--- src/verilog/imp_consts.svh ---
// constants for the interrupt mask, priority and power-mode block
// assumes 8-bit register indices; byte address is four times the index
`ifndef IMP_CONSTS_SVH
`define IMP_CONSTS_SVH

// register indices
`define IMP_IDX_PWR 8'h87
`define IMP_IDX_IE 8'hA8
`define IMP_IDX_IP 8'hB8
`define IMP_IDX_EIE_ONE 8'hE6
`define IMP_IDX_EIE_TWO 8'hE7
`define IMP_IDX_EIP_ONE 8'hF6
`define IMP_IDX_CTRL 8'hC0
`define IMP_IDX_STAT 8'hC1

// reset values
`define IMP_RST_IE 8'h00
`define IMP_RST_IP 8'h80
`define IMP_RST_EXT 8'h00
`define IMP_RST_PWR 8'h00
`define IMP_RST_CTRL 8'h00

// writable bits of each register
`define IMP_WMASK_IE 8'h9F
`define IMP_WMASK_IP 8'h1F
`define IMP_WMASK_EIE_ONE 8'h02
`define IMP_WMASK_EIP_ONE 8'h02
`define IMP_WMASK_EIE_TWO 8'h01
`define IMP_WMASK_PWR 8'hFC
`define IMP_WMASK_CTRL 8'h03
// fixed read value of the unused priority bits
`define IMP_IP_FIXED 8'h80

// field positions
`define IMP_BIT_GIE 7
`define IMP_BIT_IDLE 0
`define IMP_BIT_STOP 1
`define IMP_BIT_USB 1
`define IMP_BIT_SUPPLY 0
`define IMP_BIT_MCD_EN 0
`define IMP_BIT_POL 1
`define IMP_BIT_SUSPEND 2

// missing clock timeout
`define IMP_MCD_TIMEOUT_US 100
`define IMP_CLK_MHZ 40
`define IMP_MCD_CYCLES (`IMP_MCD_TIMEOUT_US * `IMP_CLK_MHZ)

// bus responses
`define IMP_RESP_OKAY 2'h0
`define IMP_RESP_SLVERR 2'h2

`endif

--- src/verilog/imp_pkg.sv ---
// types for the interrupt mask, priority and power-mode block
// assumes nothing beyond the constants header
package imp_pkg;
  typedef enum logic [2:0] {
    PWR_RUN,
    PWR_IDLE_ARM,
    PWR_IDLE,
    PWR_STOP_ARM,
    PWR_STOP
  } imp_pwr_type;
  typedef logic [6:0] imp_src_type;
  typedef logic [2:0] imp_id_type;
endpackage
--- src/verilog/imp_irq_power.sv ---
// interrupt masking, two-tier priority arbitration and idle/stop/suspend control
// assumes pending flags and core strobes come from logic on I_CLK;
// usb event and supply level are pins and are synchronised here
//
// Local design decision: the AXI4-Lite register port.
`include "imp_consts.svh"
`timescale 1ns/10ps
`default_nettype none

// Behaviour
// RULE_01: global enable bit 7 blocks every source when zero, else masks apply.
// RULE_02: enable register at A8, reset zero, holds global and five source masks.
// RULE_03: enable bits 6 and 5 read zero and ignore writes.
// RULE_04: serial mask bit 4 passes serial requests when set.
// RULE_05: timer1 mask bit 3 passes timer1 overflow requests when set.
// RULE_06: external input one mask bit 2 passes its requests when set.
// RULE_07: priority bits 4..0 put their source in high tier when one.
// RULE_08: priority register at B8 resets to 80, top three bits read 100.
// RULE_09: extended enable one at E6 holds usb mask bit 1, rest zero.
// RULE_10: extended priority one at F6 holds usb priority bit 1, rest zero.
// RULE_11: extended enable two at E7 holds supply-level mask bit 0.
// RULE_12: idle halts core after the writing instruction; peripherals keep running.
// RULE_13: enabled request during idle clears idle and resumes the core.
// RULE_14: reset during idle runs the normal reset sequence.
// RULE_15: stop halts oscillator, core and interrupts after the writing instruction.
// RULE_16: stop ends only by reset; interrupts never wake it.
// RULE_17: enabled missing-clock detector resets the device out of stop.
// RULE_18: suspended oscillator stays halted until usb event or supply matches polarity.
// RULE_19: power control at 87: stop bit 1, idle bit 0 read zero, six flags.
// RULE_20: high requests preempt low handlers; high handlers are never preempted.
// RULE_21: equal tier order: ext0, timer0, ext1, timer1, serial, usb, supply.
// RULE_22: request needs pending, its mask and global enable; priority picks tier.
// RULE_23: registers update on the clock and take reset values on any reset.
module imp_irq_power #(
  parameter int ADDR_W = 10
) (
  input wire logic I_CLK,
  input wire logic I_RESETN,
  input wire logic [ADDR_W-1:0] I_AWADDR,
  input wire logic I_AWVALID,
  output logic O_AWREADY,
  input wire logic [31:0] I_WDATA,
  input wire logic [3:0] I_WSTRB,
  input wire logic I_WVALID,
  output logic O_WREADY,
  output logic [1:0] O_BRESP,
  output logic O_BVALID,
  input wire logic I_BREADY,
  input wire logic [ADDR_W-1:0] I_ARADDR,
  input wire logic I_ARVALID,
  output logic O_ARREADY,
  output logic [31:0] O_RDATA,
  output logic [1:0] O_RRESP,
  output logic O_RVALID,
  input wire logic I_RREADY,
  input wire imp_pkg::imp_src_type I_SRC_PENDING,
  input wire logic I_IRQ_ACK,
  input wire logic I_IRQ_RETI,
  input wire logic I_INSTR_DONE,
  input wire logic I_USB_EVENT,
  input wire logic I_SUPPLY_LEVEL,
  output logic O_IRQ_REQ,
  output imp_pkg::imp_id_type O_IRQ_ID,
  output logic O_IRQ_HIGH,
  output logic O_CPU_HALT,
  output logic O_OSC_STOP,
  output logic O_OSC_SUSPEND,
  output logic O_MCD_RESET
);
  import imp_pkg::*;

  localparam int MCD_CYC = `IMP_MCD_CYCLES;

  ////////////////////////////////////////////////////////////////////////////
  // reset release and pin synchronisers

  logic rst_meta_ff;
  logic rst_n;
  logic usb_meta_ff;
  logic usb_ff;
  logic sup_meta_ff;
  logic sup_ff;

  // reset asserts at once, releases two edges later
  always_ff @(posedge I_CLK or negedge I_RESETN) begin
    if (!I_RESETN) begin
      rst_meta_ff <= 1'b0;
      rst_n <= 1'b0;
    end else begin
      rst_meta_ff <= 1'b1;
      rst_n <= rst_meta_ff;
    end
  end

  // pins from outside the clock domain
  always_ff @(posedge I_CLK or negedge rst_n) begin
    if (!rst_n) begin
      usb_meta_ff <= 1'b0;
      usb_ff <= 1'b0;
      sup_meta_ff <= 1'b0;
      sup_ff <= 1'b0;
    end else begin
      usb_meta_ff <= I_USB_EVENT;
      usb_ff <= usb_meta_ff;
      sup_meta_ff <= I_SUPPLY_LEVEL;
      sup_ff <= sup_meta_ff;
    end
  end

  ////////////////////////////////////////////////////////////////////////////
  // axi4-lite slave and register file

  logic aw_got_ff, nxt_aw_got;
  logic w_got_ff, nxt_w_got;
  logic [7:0] aw_idx_ff, nxt_aw_idx;
  logic [7:0] wdat_ff, nxt_wdat;
  logic wstb_ff, nxt_wstb;
  logic bvalid_ff, nxt_bvalid;
  logic [1:0] bresp_ff, nxt_bresp;
  logic rvalid_ff, nxt_rvalid;
  logic [7:0] rdat_ff, nxt_rdat;
  logic [1:0] rresp_ff, nxt_rresp;
  logic [7:0] rd_idx_ff, nxt_rd_idx;
  logic [7:0] ie_ff, nxt_ie;
  logic [7:0] ip_ff, nxt_ip;
  logic [7:0] irq_enable_ext_one_ff, nxt_irq_enable_ext_one;
  logic [7:0] irq_enable_ext_two_ff, nxt_irq_enable_ext_two;
  logic [7:0] irq_priority_ext_one_ff, nxt_irq_priority_ext_one;
  logic [7:0] pwr_ff, nxt_pwr;
  logic [7:0] ctrl_ff, nxt_ctrl;
  logic idle_wr, stop_wr, susp_wr;
  logic do_wr;
  logic [7:0] stat;
  imp_pwr_type state_ff, nxt_state;
  logic susp_ff, nxt_susp;
  logic lo_act_ff, nxt_lo_act;
  logic hi_act_ff, nxt_hi_act;
  logic req_ff;

  // status view of the block's own state
  assign stat = {2'h0, req_ff, hi_act_ff, lo_act_ff, susp_ff,
                 state_ff == PWR_STOP, state_ff == PWR_IDLE};

  // a write needs both halves; either may arrive first
  assign do_wr = aw_got_ff && w_got_ff && !bvalid_ff;

  always_comb begin
    nxt_aw_got = aw_got_ff;
    nxt_w_got = w_got_ff;
    nxt_aw_idx = aw_idx_ff;
    nxt_wdat = wdat_ff;
    nxt_wstb = wstb_ff;
    nxt_bvalid = bvalid_ff;
    nxt_bresp = bresp_ff;
    nxt_rvalid = rvalid_ff;
    nxt_rdat = rdat_ff;
    nxt_rresp = rresp_ff;
    nxt_rd_idx = rd_idx_ff;
    nxt_ie = ie_ff;
    nxt_ip = ip_ff;
    nxt_irq_enable_ext_one = irq_enable_ext_one_ff;
    nxt_irq_enable_ext_two = irq_enable_ext_two_ff;
    nxt_irq_priority_ext_one = irq_priority_ext_one_ff;
    nxt_pwr = pwr_ff;
    nxt_ctrl = ctrl_ff;
    idle_wr = 1'b0;
    stop_wr = 1'b0;
    susp_wr = 1'b0;
    if (I_AWVALID && O_AWREADY) begin
      nxt_aw_got = 1'b1;
      nxt_aw_idx = I_AWADDR[9:2];
    end
    if (I_WVALID && O_WREADY) begin
      nxt_w_got = 1'b1;
      nxt_wdat = I_WDATA[7:0];
      nxt_wstb = I_WSTRB[0];
    end
    if (bvalid_ff && I_BREADY) begin
      nxt_bvalid = 1'b0;
    end
    // only byte lane 0 carries data; other lanes are ignored
    if (do_wr) begin
      nxt_aw_got = 1'b0;
      nxt_w_got = 1'b0;
      nxt_bvalid = 1'b1;
      nxt_bresp = `IMP_RESP_OKAY;
      if (aw_idx_ff == `IMP_IDX_IE) begin
        if (wstb_ff) nxt_ie = wdat_ff & `IMP_WMASK_IE; // see RULE_02 RULE_03
      end else if (aw_idx_ff == `IMP_IDX_IP) begin
        if (wstb_ff) nxt_ip = wdat_ff & `IMP_WMASK_IP; // see RULE_07 RULE_08
      end else if (aw_idx_ff == `IMP_IDX_EIE_ONE) begin
        if (wstb_ff) nxt_irq_enable_ext_one = wdat_ff & `IMP_WMASK_EIE_ONE; // see RULE_09
      end else if (aw_idx_ff == `IMP_IDX_EIE_TWO) begin
        if (wstb_ff) nxt_irq_enable_ext_two = wdat_ff & `IMP_WMASK_EIE_TWO; // see RULE_11
      end else if (aw_idx_ff == `IMP_IDX_EIP_ONE) begin
        if (wstb_ff) nxt_irq_priority_ext_one = wdat_ff & `IMP_WMASK_EIP_ONE; // see RULE_10
      end else if (aw_idx_ff == `IMP_IDX_PWR) begin
        // mode bits act as strobes and are never stored
        if (wstb_ff) begin
          nxt_pwr = wdat_ff & `IMP_WMASK_PWR; // see RULE_19
          idle_wr = wdat_ff[`IMP_BIT_IDLE];
          stop_wr = wdat_ff[`IMP_BIT_STOP];
        end
      end else if (aw_idx_ff == `IMP_IDX_CTRL) begin
        if (wstb_ff) begin
          nxt_ctrl = wdat_ff & `IMP_WMASK_CTRL;
          susp_wr = wdat_ff[`IMP_BIT_SUSPEND];
        end
      end else if (aw_idx_ff != `IMP_IDX_STAT) begin
        nxt_bresp = `IMP_RESP_SLVERR;
      end
    end
    if (rvalid_ff && I_RREADY) begin
      nxt_rvalid = 1'b0;
    end
    if (I_ARVALID && O_ARREADY) begin
      nxt_rvalid = 1'b1;
      nxt_rd_idx = I_ARADDR[9:2];
      nxt_rresp = `IMP_RESP_OKAY;
      if (I_ARADDR[9:2] == `IMP_IDX_IE) begin
        nxt_rdat = ie_ff;
      end else if (I_ARADDR[9:2] == `IMP_IDX_IP) begin
        nxt_rdat = ip_ff | `IMP_IP_FIXED; // see RULE_08
      end else if (I_ARADDR[9:2] == `IMP_IDX_EIE_ONE) begin
        nxt_rdat = irq_enable_ext_one_ff;
      end else if (I_ARADDR[9:2] == `IMP_IDX_EIE_TWO) begin
        nxt_rdat = irq_enable_ext_two_ff;
      end else if (I_ARADDR[9:2] == `IMP_IDX_EIP_ONE) begin
        nxt_rdat = irq_priority_ext_one_ff;
      end else if (I_ARADDR[9:2] == `IMP_IDX_PWR) begin
        nxt_rdat = pwr_ff;
      end else if (I_ARADDR[9:2] == `IMP_IDX_CTRL) begin
        nxt_rdat = ctrl_ff;
      end else if (I_ARADDR[9:2] == `IMP_IDX_STAT) begin
        nxt_rdat = stat;
      end else begin
        nxt_rdat = 8'h00;
        nxt_rresp = `IMP_RESP_SLVERR;
      end
    end
  end

  // every register returns to its reset value on the released reset
  always_ff @(posedge I_CLK or negedge rst_n) begin
    if (!rst_n) begin
      aw_got_ff <= 1'b0;
      w_got_ff <= 1'b0;
      aw_idx_ff <= 8'h00;
      wdat_ff <= 8'h00;
      wstb_ff <= 1'b0;
      bvalid_ff <= 1'b0;
      bresp_ff <= `IMP_RESP_OKAY;
      rvalid_ff <= 1'b0;
      rdat_ff <= 8'h00;
      rresp_ff <= `IMP_RESP_OKAY;
      rd_idx_ff <= 8'h00;
      ie_ff <= `IMP_RST_IE; // see RULE_23
      ip_ff <= `IMP_RST_IP & `IMP_WMASK_IP;
      irq_enable_ext_one_ff <= `IMP_RST_EXT;
      irq_enable_ext_two_ff <= `IMP_RST_EXT;
      irq_priority_ext_one_ff <= `IMP_RST_EXT;
      pwr_ff <= `IMP_RST_PWR;
      ctrl_ff <= `IMP_RST_CTRL;
    end else begin
      aw_got_ff <= nxt_aw_got;
      w_got_ff <= nxt_w_got;
      aw_idx_ff <= nxt_aw_idx;
      wdat_ff <= nxt_wdat;
      wstb_ff <= nxt_wstb;
      bvalid_ff <= nxt_bvalid;
      bresp_ff <= nxt_bresp;
      rvalid_ff <= nxt_rvalid;
      rdat_ff <= nxt_rdat;
      rresp_ff <= nxt_rresp;
      rd_idx_ff <= nxt_rd_idx;
      ie_ff <= nxt_ie;
      ip_ff <= nxt_ip;
      irq_enable_ext_one_ff <= nxt_irq_enable_ext_one;
      irq_enable_ext_two_ff <= nxt_irq_enable_ext_two;
      irq_priority_ext_one_ff <= nxt_irq_priority_ext_one;
      pwr_ff <= nxt_pwr;
      ctrl_ff <= nxt_ctrl;
    end
  end

  assign O_AWREADY = !aw_got_ff;
  assign O_WREADY = !w_got_ff;
  assign O_BVALID = bvalid_ff;
  assign O_BRESP = bresp_ff;
  assign O_ARREADY = !rvalid_ff;
  assign O_RVALID = rvalid_ff;
  assign O_RDATA = {24'h000000, rdat_ff};
  assign O_RRESP = rresp_ff;

  ////////////////////////////////////////////////////////////////////////////
  // masking and two-tier arbitration

  imp_src_type mask, prio, eligible, hi_tier, lo_tier, pick;
  logic nxt_req, nxt_high;
  imp_id_type nxt_id, id_ff;
  logic high_ff;
  logic gie;

  assign gie = ie_ff[`IMP_BIT_GIE];
  // source order: ext0, timer0, ext1, timer1, serial, usb, supply
  assign mask = {irq_enable_ext_two_ff[`IMP_BIT_SUPPLY], irq_enable_ext_one_ff[`IMP_BIT_USB],
                 ie_ff[4:0]}; // see RULE_04 RULE_05 RULE_06
  // supply-level priority register is not provided, so that source stays low
  assign prio = {1'b0, irq_priority_ext_one_ff[`IMP_BIT_USB], ip_ff[4:0]}; // see RULE_07 RULE_10
  assign eligible = gie ? (I_SRC_PENDING & mask) : 7'h00; // see RULE_01 RULE_22
  assign hi_tier = eligible & prio;
  assign lo_tier = eligible & ~prio;

  always_comb begin
    nxt_req = 1'b0;
    nxt_high = 1'b0;
    nxt_id = 3'h0;
    pick = 7'h00;
    nxt_lo_act = lo_act_ff;
    nxt_hi_act = hi_act_ff;
    // high tier only while no high handler runs; low only when idle
    if (!hi_act_ff && hi_tier != 7'h00) begin
      pick = hi_tier; // see RULE_20
      nxt_high = 1'b1;
    end else if (!hi_act_ff && !lo_act_ff) begin
      pick = lo_tier;
    end
    // lowest index wins inside a tier
    for (int k = 6; k >= 0; k--) begin
      if (pick[k]) begin
        nxt_id = 3'(k); // see RULE_21
      end
    end
    // no request is raised from the idle or stop state; one may still show in the first halted cycle
    nxt_req = (pick != 7'h00) && (state_ff != PWR_IDLE) && (state_ff != PWR_STOP);
    if (!nxt_req) begin
      nxt_high = 1'b0;
    end
    // a return closes the innermost level first
    if (I_IRQ_RETI) begin
      if (hi_act_ff) nxt_hi_act = 1'b0;
      else nxt_lo_act = 1'b0;
    end
    if (I_IRQ_ACK && req_ff) begin
      if (high_ff) nxt_hi_act = 1'b1;
      else nxt_lo_act = 1'b1;
    end
  end

  always_ff @(posedge I_CLK or negedge rst_n) begin
    if (!rst_n) begin
      req_ff <= 1'b0;
      id_ff <= 3'h0;
      high_ff <= 1'b0;
      lo_act_ff <= 1'b0;
      hi_act_ff <= 1'b0;
    end else begin
      req_ff <= nxt_req;
      id_ff <= nxt_id;
      high_ff <= nxt_high;
      lo_act_ff <= nxt_lo_act;
      hi_act_ff <= nxt_hi_act;
    end
  end

  assign O_IRQ_REQ = req_ff;
  assign O_IRQ_ID = id_ff;
  assign O_IRQ_HIGH = high_ff;

  ////////////////////////////////////////////////////////////////////////////
  // idle, stop, suspend and missing-clock detector

  logic halt_ff, nxt_halt;
  logic oscstop_ff, nxt_oscstop;
  logic mcd_ff, nxt_mcd;
  logic [11:0] mcd_cnt_ff, nxt_mcd_cnt;
  logic wake_match;

  assign wake_match = usb_ff || (sup_ff == ctrl_ff[`IMP_BIT_POL]);

  always_comb begin
    nxt_state = state_ff;
    nxt_susp = susp_ff;
    nxt_mcd = mcd_ff;
    nxt_mcd_cnt = mcd_cnt_ff;
    case (state_ff)
      PWR_RUN: begin
        // stop wins if both bits are written together
        if (stop_wr) nxt_state = PWR_STOP_ARM;
        else if (idle_wr) nxt_state = PWR_IDLE_ARM;
      end
      PWR_IDLE_ARM: begin
        if (I_INSTR_DONE) nxt_state = PWR_IDLE; // see RULE_12
      end
      PWR_IDLE: begin
        if (eligible != 7'h00) nxt_state = PWR_RUN; // see RULE_13
      end
      PWR_STOP_ARM: begin
        if (I_INSTR_DONE) nxt_state = PWR_STOP; // see RULE_15
      end
      PWR_STOP: begin
        nxt_state = PWR_STOP; // see RULE_16 RULE_14
      end
      default: begin
        nxt_state = PWR_RUN;
      end
    endcase
    // clock loss is only modelled while stopped; the request is held to reset
    if (state_ff == PWR_STOP && ctrl_ff[`IMP_BIT_MCD_EN] && !mcd_ff) begin
      if (mcd_cnt_ff == 12'(MCD_CYC - 1)) nxt_mcd = 1'b1; // see RULE_17
      else nxt_mcd_cnt = mcd_cnt_ff + 12'h001;
    end else begin
      nxt_mcd_cnt = 12'h000;
    end
    // a wake condition already present ends suspend one cycle after it is entered
    if (susp_wr) nxt_susp = 1'b1;
    if (susp_ff && wake_match) nxt_susp = 1'b0; // see RULE_18
    nxt_halt = (nxt_state == PWR_IDLE) || (nxt_state == PWR_STOP);
    nxt_oscstop = nxt_state == PWR_STOP;
  end

  always_ff @(posedge I_CLK or negedge rst_n) begin
    if (!rst_n) begin
      state_ff <= PWR_RUN; // see RULE_14
      susp_ff <= 1'b0;
      mcd_ff <= 1'b0;
      mcd_cnt_ff <= 12'h000;
      halt_ff <= 1'b0;
      oscstop_ff <= 1'b0;
    end else begin
      state_ff <= nxt_state;
      susp_ff <= nxt_susp;
      mcd_ff <= nxt_mcd;
      mcd_cnt_ff <= nxt_mcd_cnt;
      halt_ff <= nxt_halt;
      oscstop_ff <= nxt_oscstop;
    end
  end

  assign O_CPU_HALT = halt_ff;
  assign O_OSC_STOP = oscstop_ff;
  assign O_OSC_SUSPEND = susp_ff;
  assign O_MCD_RESET = mcd_ff;

  ////////////////////////////////////////////////////////////////////////////
  // checks

  chk_gie_blocks: assert property (@(posedge I_CLK) disable iff (!rst_n) // see RULE_01
    !gie |=> !O_IRQ_REQ) else $error("request issued with global enable clear");
  chk_ie_unused: assert property (@(posedge I_CLK) disable iff (!rst_n) // see RULE_03
    (O_RVALID && rd_idx_ff == `IMP_IDX_IE) |-> O_RDATA[6:5] == 2'h0)
    else $error("unused enable bits read nonzero");
  chk_ip_top: assert property (@(posedge I_CLK) disable iff (!rst_n) // see RULE_08
    (O_RVALID && rd_idx_ff == `IMP_IDX_IP) |-> O_RDATA[7:5] == 3'h4)
    else $error("unused priority bits not 100");
  chk_mask_gate: assert property (@(posedge I_CLK) disable iff (!rst_n) // see RULE_22
    O_IRQ_REQ |-> |(($past(eligible) >> O_IRQ_ID) & 7'h01)
      && (O_IRQ_HIGH == |(($past(prio) >> O_IRQ_ID) & 7'h01)))
    else $error("request from an ineligible source or wrong tier");
  chk_high_holds: assert property (@(posedge I_CLK) disable iff (!rst_n) // see RULE_20
    hi_act_ff |=> !O_IRQ_REQ) else $error("high handler preempted");
  chk_fixed_order: assert property (@(posedge I_CLK) disable iff (!rst_n) // see RULE_21
    O_IRQ_REQ |-> ($past(pick) & ((7'h01 << O_IRQ_ID) - 7'h01)) == 7'h00)
    else $error("lower-order source skipped");
  chk_idle_wait: assert property (@(posedge I_CLK) disable iff (!rst_n) // see RULE_12
    (state_ff == PWR_IDLE_ARM && !I_INSTR_DONE) |=> !O_CPU_HALT)
    else $error("halted before instruction end");
  chk_idle_wake: assert property (@(posedge I_CLK) disable iff (!rst_n) // see RULE_13
    (state_ff == PWR_IDLE && eligible != 7'h00) |=> !O_CPU_HALT ##1 O_IRQ_REQ [*1])
    else $error("idle not ended by enabled request");
  chk_stop_stays: assert property (@(posedge I_CLK) disable iff (!rst_n) // see RULE_16
    state_ff == PWR_STOP |=> (O_CPU_HALT && O_OSC_STOP && !O_IRQ_REQ))
    else $error("stop left without reset");
  chk_mcd_time: assert property (@(posedge I_CLK) disable iff (!rst_n) // see RULE_17
    $rose(O_MCD_RESET) |-> $past(mcd_cnt_ff) == 12'(MCD_CYC - 1))
    else $error("detector fired at wrong count");
  chk_susp_wake: assert property (@(posedge I_CLK) disable iff (!rst_n) // see RULE_18
    (O_OSC_SUSPEND && !wake_match) |=> O_OSC_SUSPEND)
    else $error("suspend ended without wake condition");
  chk_pwr_reads: assert property (@(posedge I_CLK) disable iff (!rst_n) // see RULE_19
    (O_RVALID && rd_idx_ff == `IMP_IDX_PWR) |-> O_RDATA[1:0] == 2'h0)
    else $error("mode select bits read nonzero");

endmodule

`default_nettype wire

--- config.mk ---
export PLATFORM = sky130hd
export DESIGN_NAME = imp_irq_power
export DESIGN_NICKNAME = d
export VERILOG_FILES = /design/src/verilog/imp_pkg.sv /design/src/verilog/imp_irq_power.sv
export VERILOG_INCLUDE_DIRS = /design/src /design/src/verilog
export SDC_FILE = /design/constraint.sdc
export NUM_CORES = 1
export LEC_CHECK = 0
export ABC_AREA = 1
export BUFFER_PORTS_ARGS = -buffer_cell sky130_fd_sc_hd__buf_2
export CAP_MARGIN = 20
export CELL_PAD_IN_SITES_DETAIL_PLACEMENT = 0
export CELL_PAD_IN_SITES_GLOBAL_PLACEMENT = 1
export CORE_ASPECT_RATIO = 1.75
export CORE_MARGIN = 2
export CORE_UTILIZATION = 37
export CTS_CLUSTER_DIAMETER = 100
export DETAILED_ROUTE_END_ITERATION = 6
export GPL_TIMING_DRIVEN = 0
export PLACE_DENSITY_LB_ADDON = 0.15
export SETUP_SLACK_MARGIN = 0.15
export SLEW_MARGIN = 20
export SYNTH_ARGS = -nofsm -noshare
export SYNTH_HDL_FRONTEND = slang
export SYNTH_SLANG_ARGS = --single-unit
--- constraint.sdc ---
create_clock -name I_CLK -period 2.81 [get_ports I_CLK]
set_input_delay 0.1405 -clock I_CLK [delete_from_list [all_inputs] [get_ports I_CLK]]
set_output_delay 0.1405 -clock I_CLK [all_outputs]
set_load 0.01 [all_outputs]
**Word level (Yosys, flattened, before mapping)**

Index checks and enable logic that the tools add are counted.

- Bits in registers: 87
- Logic and storage cells: 199
- Input port bits: 75

- Reductions and logical operators: 41
- Equality and inequality tests: 27
- $add $sub $neg: 1
- Bitwise logic cells: 10
- Mux-type cells: 86

Operator list:

| operator | number |
|---|---|
| $eq 8x8->1 const B | 15 |
| $mux 8 | 6 |
| $mux 1 | 44 |
| $mux 3 | 12 |
| $mux 2 | 16 |
| $mux 12 | 2 |
| $mux 7 | 3 |
| $reduce_bool 7->1 | 3 |
| $logic_and 1x1->1 | 15 |
| $pmux 3 s5 | 1 |
| $and 7x7->7 | 2 |
| $add 12x1->12 const B | 1 |
| $eq 12x12->1 const B | 1 |
| $mux 6 | 2 |
| $reduce_bool 2->1 | 5 |
| $eq 3x2->1 const B | 3 |
| $reduce_and 9->1 | 1 |
| $ne 8x8->1 const B | 1 |
| $reduce_and 8->1 | 1 |
| $and 7x6->7 | 1 |
| $logic_not 1->1 | 7 |
| $not 6->7 | 1 |
| $reduce_and 7->1 | 1 |
| $eq 3x3->1 const B | 2 |
| 13 further kinds | 19 |

**Depth between registers and ports, before layout**

- Word-level depth: 13
- Depth in mapped cells: 11

**Worst setup path after synthesis**

No wires, ideal clock.

- Path kind: reg2reg
- Start: register mcd_cnt_ff[0]
- End: register mcd_cnt_ff[4]
- Data required time: 2.688 ns
- Arrival: 1.431 ns
- Path slack: 1.258 ns
- Setup time: 0.122 ns
- Cell stages (with the launch flop): 10
- Path buffers: 0
- Cells stage by stage: dfrtp_1 ha_1 nand2_1 nor2_1 and3_1 or2_2 clkinv_1 nand2_1 o21ai_1 a21oi_1

- Longest elaborated chain between the ends: 3
- Elaborated cells between the ends (all ways): 5

Ends and longest elaborated chain:

| element | RTL line | source |
|---|---|---|
| start, declared | imp_irq_power.sv:376 | `logic [11:0] mcd_cnt_ff, nxt_mcd_cnt;` |
| start signal, assigned | imp_irq_power.sv:434 | `mcd_cnt_ff <= nxt_mcd_cnt;` |
| $add 12x1->12 | imp_irq_power.sv:411 | `else nxt_mcd_cnt = mcd_cnt_ff + 12'h001;` |
| $mux 12 | imp_irq_power.sv:410 | `if (mcd_cnt_ff == 12'(MCD_CYC - 1)) nxt_mcd = 1'b1;` |
| $mux 12 | imp_irq_power.sv:409 | `` if (state_ff == PWR_STOP && ctrl_ff[`IMP_BIT_MCD_EN] && !mcd_ff) begin `` |

Parallel ways exist; a longest one is shown, timed or not. The select of a mux whose other input is x is not followed.
A chain may end at the register's enable or synchronous reset.

**Worst setup path after layout**

Ends and elaborated chain as after synthesis.

==> run_results.csv <==
group,metric,value,unit
setup_path,regToRegEndpoint,"mcd_cnt_ff[4]",
finish,fin_util,46.6,%
drt,via_count,3862,
timing,period_share,61.9,%
clock_network,clock_latency,0.34,ns
finish,fillers,1179,
timing,clock.fmax,575,MHz
timing,hold_viol,0,
setup_path,arrival,1.95,ns
die,fp.coreArea,11600,um^2
min_path,hp-start,"I_WDATA[5]",
global_route,antenna_found_initial,0,
drt,drt_iter0_markers,153,
clock_network,cts_tree,"done",
setup_path,r2r_slack,1.07,ns
drt,avgRoutedWirePerCell,14.4,um
synthesis,synth-edff-count,0,
synthesis,synthTopCellsByArea,"dfrtp_1 (48%), nand2_1 (8.7%), inv_1 (5.7%), buf_4 (4.4%), o21ai_0 (4.2%)",
finish,fin_nets,716,
power,power.total,0.00351,W
setup_path,startpoint_type,"flop",
power,p_leak,2.74,nW
place,dpl.hpwl,8.86,mm
synthesis,yosysTopAreaCell,"dfrtp_1",
clock_network,cts_made_buffers,9,
place,placedCellCount,758,
timing,slew_headroom,60.6,%
setup_path,reg2reg_from,"mcd_cnt_ff[0]",
synthesis,synth-seq-area-share,48.2,%
setup_path,reg2reg_depth,9,
global_route,grt_pass1_vias,3788,
drt,ant_nets,0,
synthesis,synthCells,530,
clock_network,clkSinkCount,85,
drt,finalWirelength,11.3,mm
drt,drc,0,
outcome,status,"completed",
clock_network,ctsRootBufferMaster,"clkbuf_16",
min_path,min_path_cells,2,
timing,rsz0062_at_grt,"false",
job,cap_violations,0,
synthesis,synth.avg_cell_area,8.33,um^2
power,power.density,650,nW/um^2
synthesis,ys_types,47,
die,dieArea,12900,um^2
timing,skew,0.00832,ns
die,initial_core_util,38.1,%
global_route,grtUsageTotal,18.2,%
setup_path,crit_fanout,4,
clock_network,cts.clk_slew.worst_paths,0.06,ns
synthesis,synth_top_area_share,48.2,%
place,port_buffers,67,
drt,detail_route.vias_per_cell,4.95,
synthesis,synth-seq-cells,85,
min_path,hold_class,"primary input to flop",
die,num_io_pins,125,
place,place_congestion,0.915,
timing,max_slew.worst_pin.slew,0.591,ns
finish,layoutNonFillerInstCount,780,
finish,ff_latch_area,2130,um^2
place,preCtsSetupSlack,1.11,ns
clock_network,h-tree-depth,3,
drt,first_pass_iters,4,
synthesis,syn_area,4410,um^2
finish,syn_to_final_growth,22.3,%
global_route,overflow,0,
min_path,min_to,"wdat_ff[5]",
timing,setup_viol,0,
timing,maxSlewViolCount,0,
setup_path,crit_type,"flop to flop",
synthesis,ys.flop_type,"dfrtp_1",
die,fp.dieW,86.6,um
global_route,grt_pass1_wl,18.1,mm
clock_network,cts_buffer_depth,2,
setup_path,end_kind,"flop",
synthesis,yosys_warnings,0,
power,ir_drop,0.401,mV
timing,finalSetupTns,0,ns
setup_path,critPathRequiredTime,3.03,ns
finish,multiInputGateArea,1880,um^2
die,rows,52,
synthesis,async_reset_ff_share,100,%
timing,fin_ws,1.07,ns
global_route,grt_start_max_net_pins,46,
finish,drive_gt1_share,24.2,%
timing,period_minus_slack,1.74,ns
die,die_y,148,um
finish,antenna_cells,0,
==> cells in the final DEF (no fill, tap or decap), types with 4 or more instances in the layout <==
cell / n
clkbuf_1: 4
nor2_2: 4
nand3_2: 4
clkbuf_16: 9
dlygate4sd3_1: 6
mux2_2: 4
o211ai_1: 7
nand4_1: 17
nand3_1: 29
nand2_1: 102
nor3_1: 15
o21ai_2: 7
a21oi_1: 25
inv_1: 67
nand2_2: 6
buf_4: 26
dfrtp_1: 84
o21ai_0: 37
buf_2: 68
nor2_1: 47
conb_1: 27
==> synth_stat cells (3+ instances only) <==
cell type and instances:
nand2_1 102, nand3_1 29, or2_2 3, o21ai_0 37
nand2_2 6, o211ai_1 7, clkbuf_1 3, inv_1 67
nand4_1 17, nor3_2 3, nor2_1 47, a21oi_1 25
buf_4 26, nor3_1 15, dfrtp_1 85, nor2_2 4
o21ai_1 3, a211oi_1 3, nand3_2 4, inv_2 3
o21ai_2 7, mux2_2 4
==> sequential cells by signal, indices dropped and copies added (netlist names), 2 cells and up <==
| name | flops |
|---|---|
| rdat_ff | 8 |
| ip_ff | 5 |
| aw_idx_ff | 8 |
| mcd_cnt_ff | 12 |
| wdat_ff | 8 |
| state_ff | 3 |
| ctrl_ff | 2 |
| ie_ff | 6 |
| pwr_ff | 6 |
| O_IRQ_ID | 3 |
==> power breakdown <==
| group | internal [W] | switching (W) | total [W] | leakage (nW) |
|---|---|---|---|---|
| registers | 0.00142 | 0.000159 | 0.00158 | 1.10 |
| clock network | 0.000715 | 0.000496 | 0.00121 | 0.142 |
| logic | 0.000257 | 0.000463 | 0.000720 | 1.50 |
==> metal layers <==
metal	wire length (um)	track usage [%]	part of all wire, %	vias up
li1	-	-	-	1918
met3	445	3.33	3.9	28
met4	508	9.84	4.5	0
met2	6150	33.6	55	102
met1	4170	19.0	37	1814
met5	0	0	0	-
==> final cells by class <==
type	instances	share of cell area [%]
clock buffer	11	4.50
clock inverter	5	1.09
buffer	32	4.34
multi-input combinational	367	34.8
sequential	85	39.5
timing repair buffer	74	7.70
tap	135	3.13
inverter	71	4.94
==> worst max-delay path, cell delays in order (launching register included) <==
cell	delay (ns)
dfrtp_1	0.39
ha_1	0.25
nand2_1	0.10
nor2_1	0.07
and3_1	0.23
or2_2	0.29
clkinv_1	0.06
nand2_1	0.06
o21ai_1	0.12
a21oi_1	0.06
==> worst max path at each step <==
| stage | start | to | cells past startpoint |
|---|---|---|---|
| final | mcd_cnt_ff[0] | mcd_cnt_ff[4] | 9 |
| after global routing | mcd_cnt_ff[1] | mcd_cnt_ff[5] | 10 |
| after CTS | mcd_cnt_ff[0] | mcd_cnt_ff[4] | 9 |
| after floorplan | rst_n | O_BRESP[1] | 0 |
| after detailed placement | O_BVALID | ctrl_ff[1] | 6 |
| after global placement | rst_n | O_RRESP[1] | 0 |
==> timing repair <==
action / in CTS / in global routing
setup buffers: 0 / 0
hold buffers: 6 / 0
resized for setup: 0 / 0
endpoints found under the setup margin: 0 / 0
endpoints found under the hold margin: 7 / 0
==> cells by family (layout without fill, tap and decap cells) <==
| family | count (synthesis) | in the layout | share of synthesized area, % |
|---|---|---|---|
| and+or+nand+nor | 242 | 242 | 26.6 |
| DFF | 85 | 85 | 48.2 |
| muxes | 4 | 4 | 1.02 |
| buffers and inverters | 103 | 193 | 11.3 |
| other | 2 | 27 | 0.170 |
| AOI/OAI and AO/OA | 93 | 93 | 12.4 |
| adders and majority gates | 1 | 1 | 0.283 |
==> stage by stage <==
step                area, um^2  hold WS (ns)
finish                    5400        0.0432
CTS                       5400        0.0323
floorplan                 4510        -0.155
global placement          5010       -0.0737
global route              5400        0.0296
detailed placement        5030       -0.0727
Note: power is estimated with default switching activity, not from simulation.
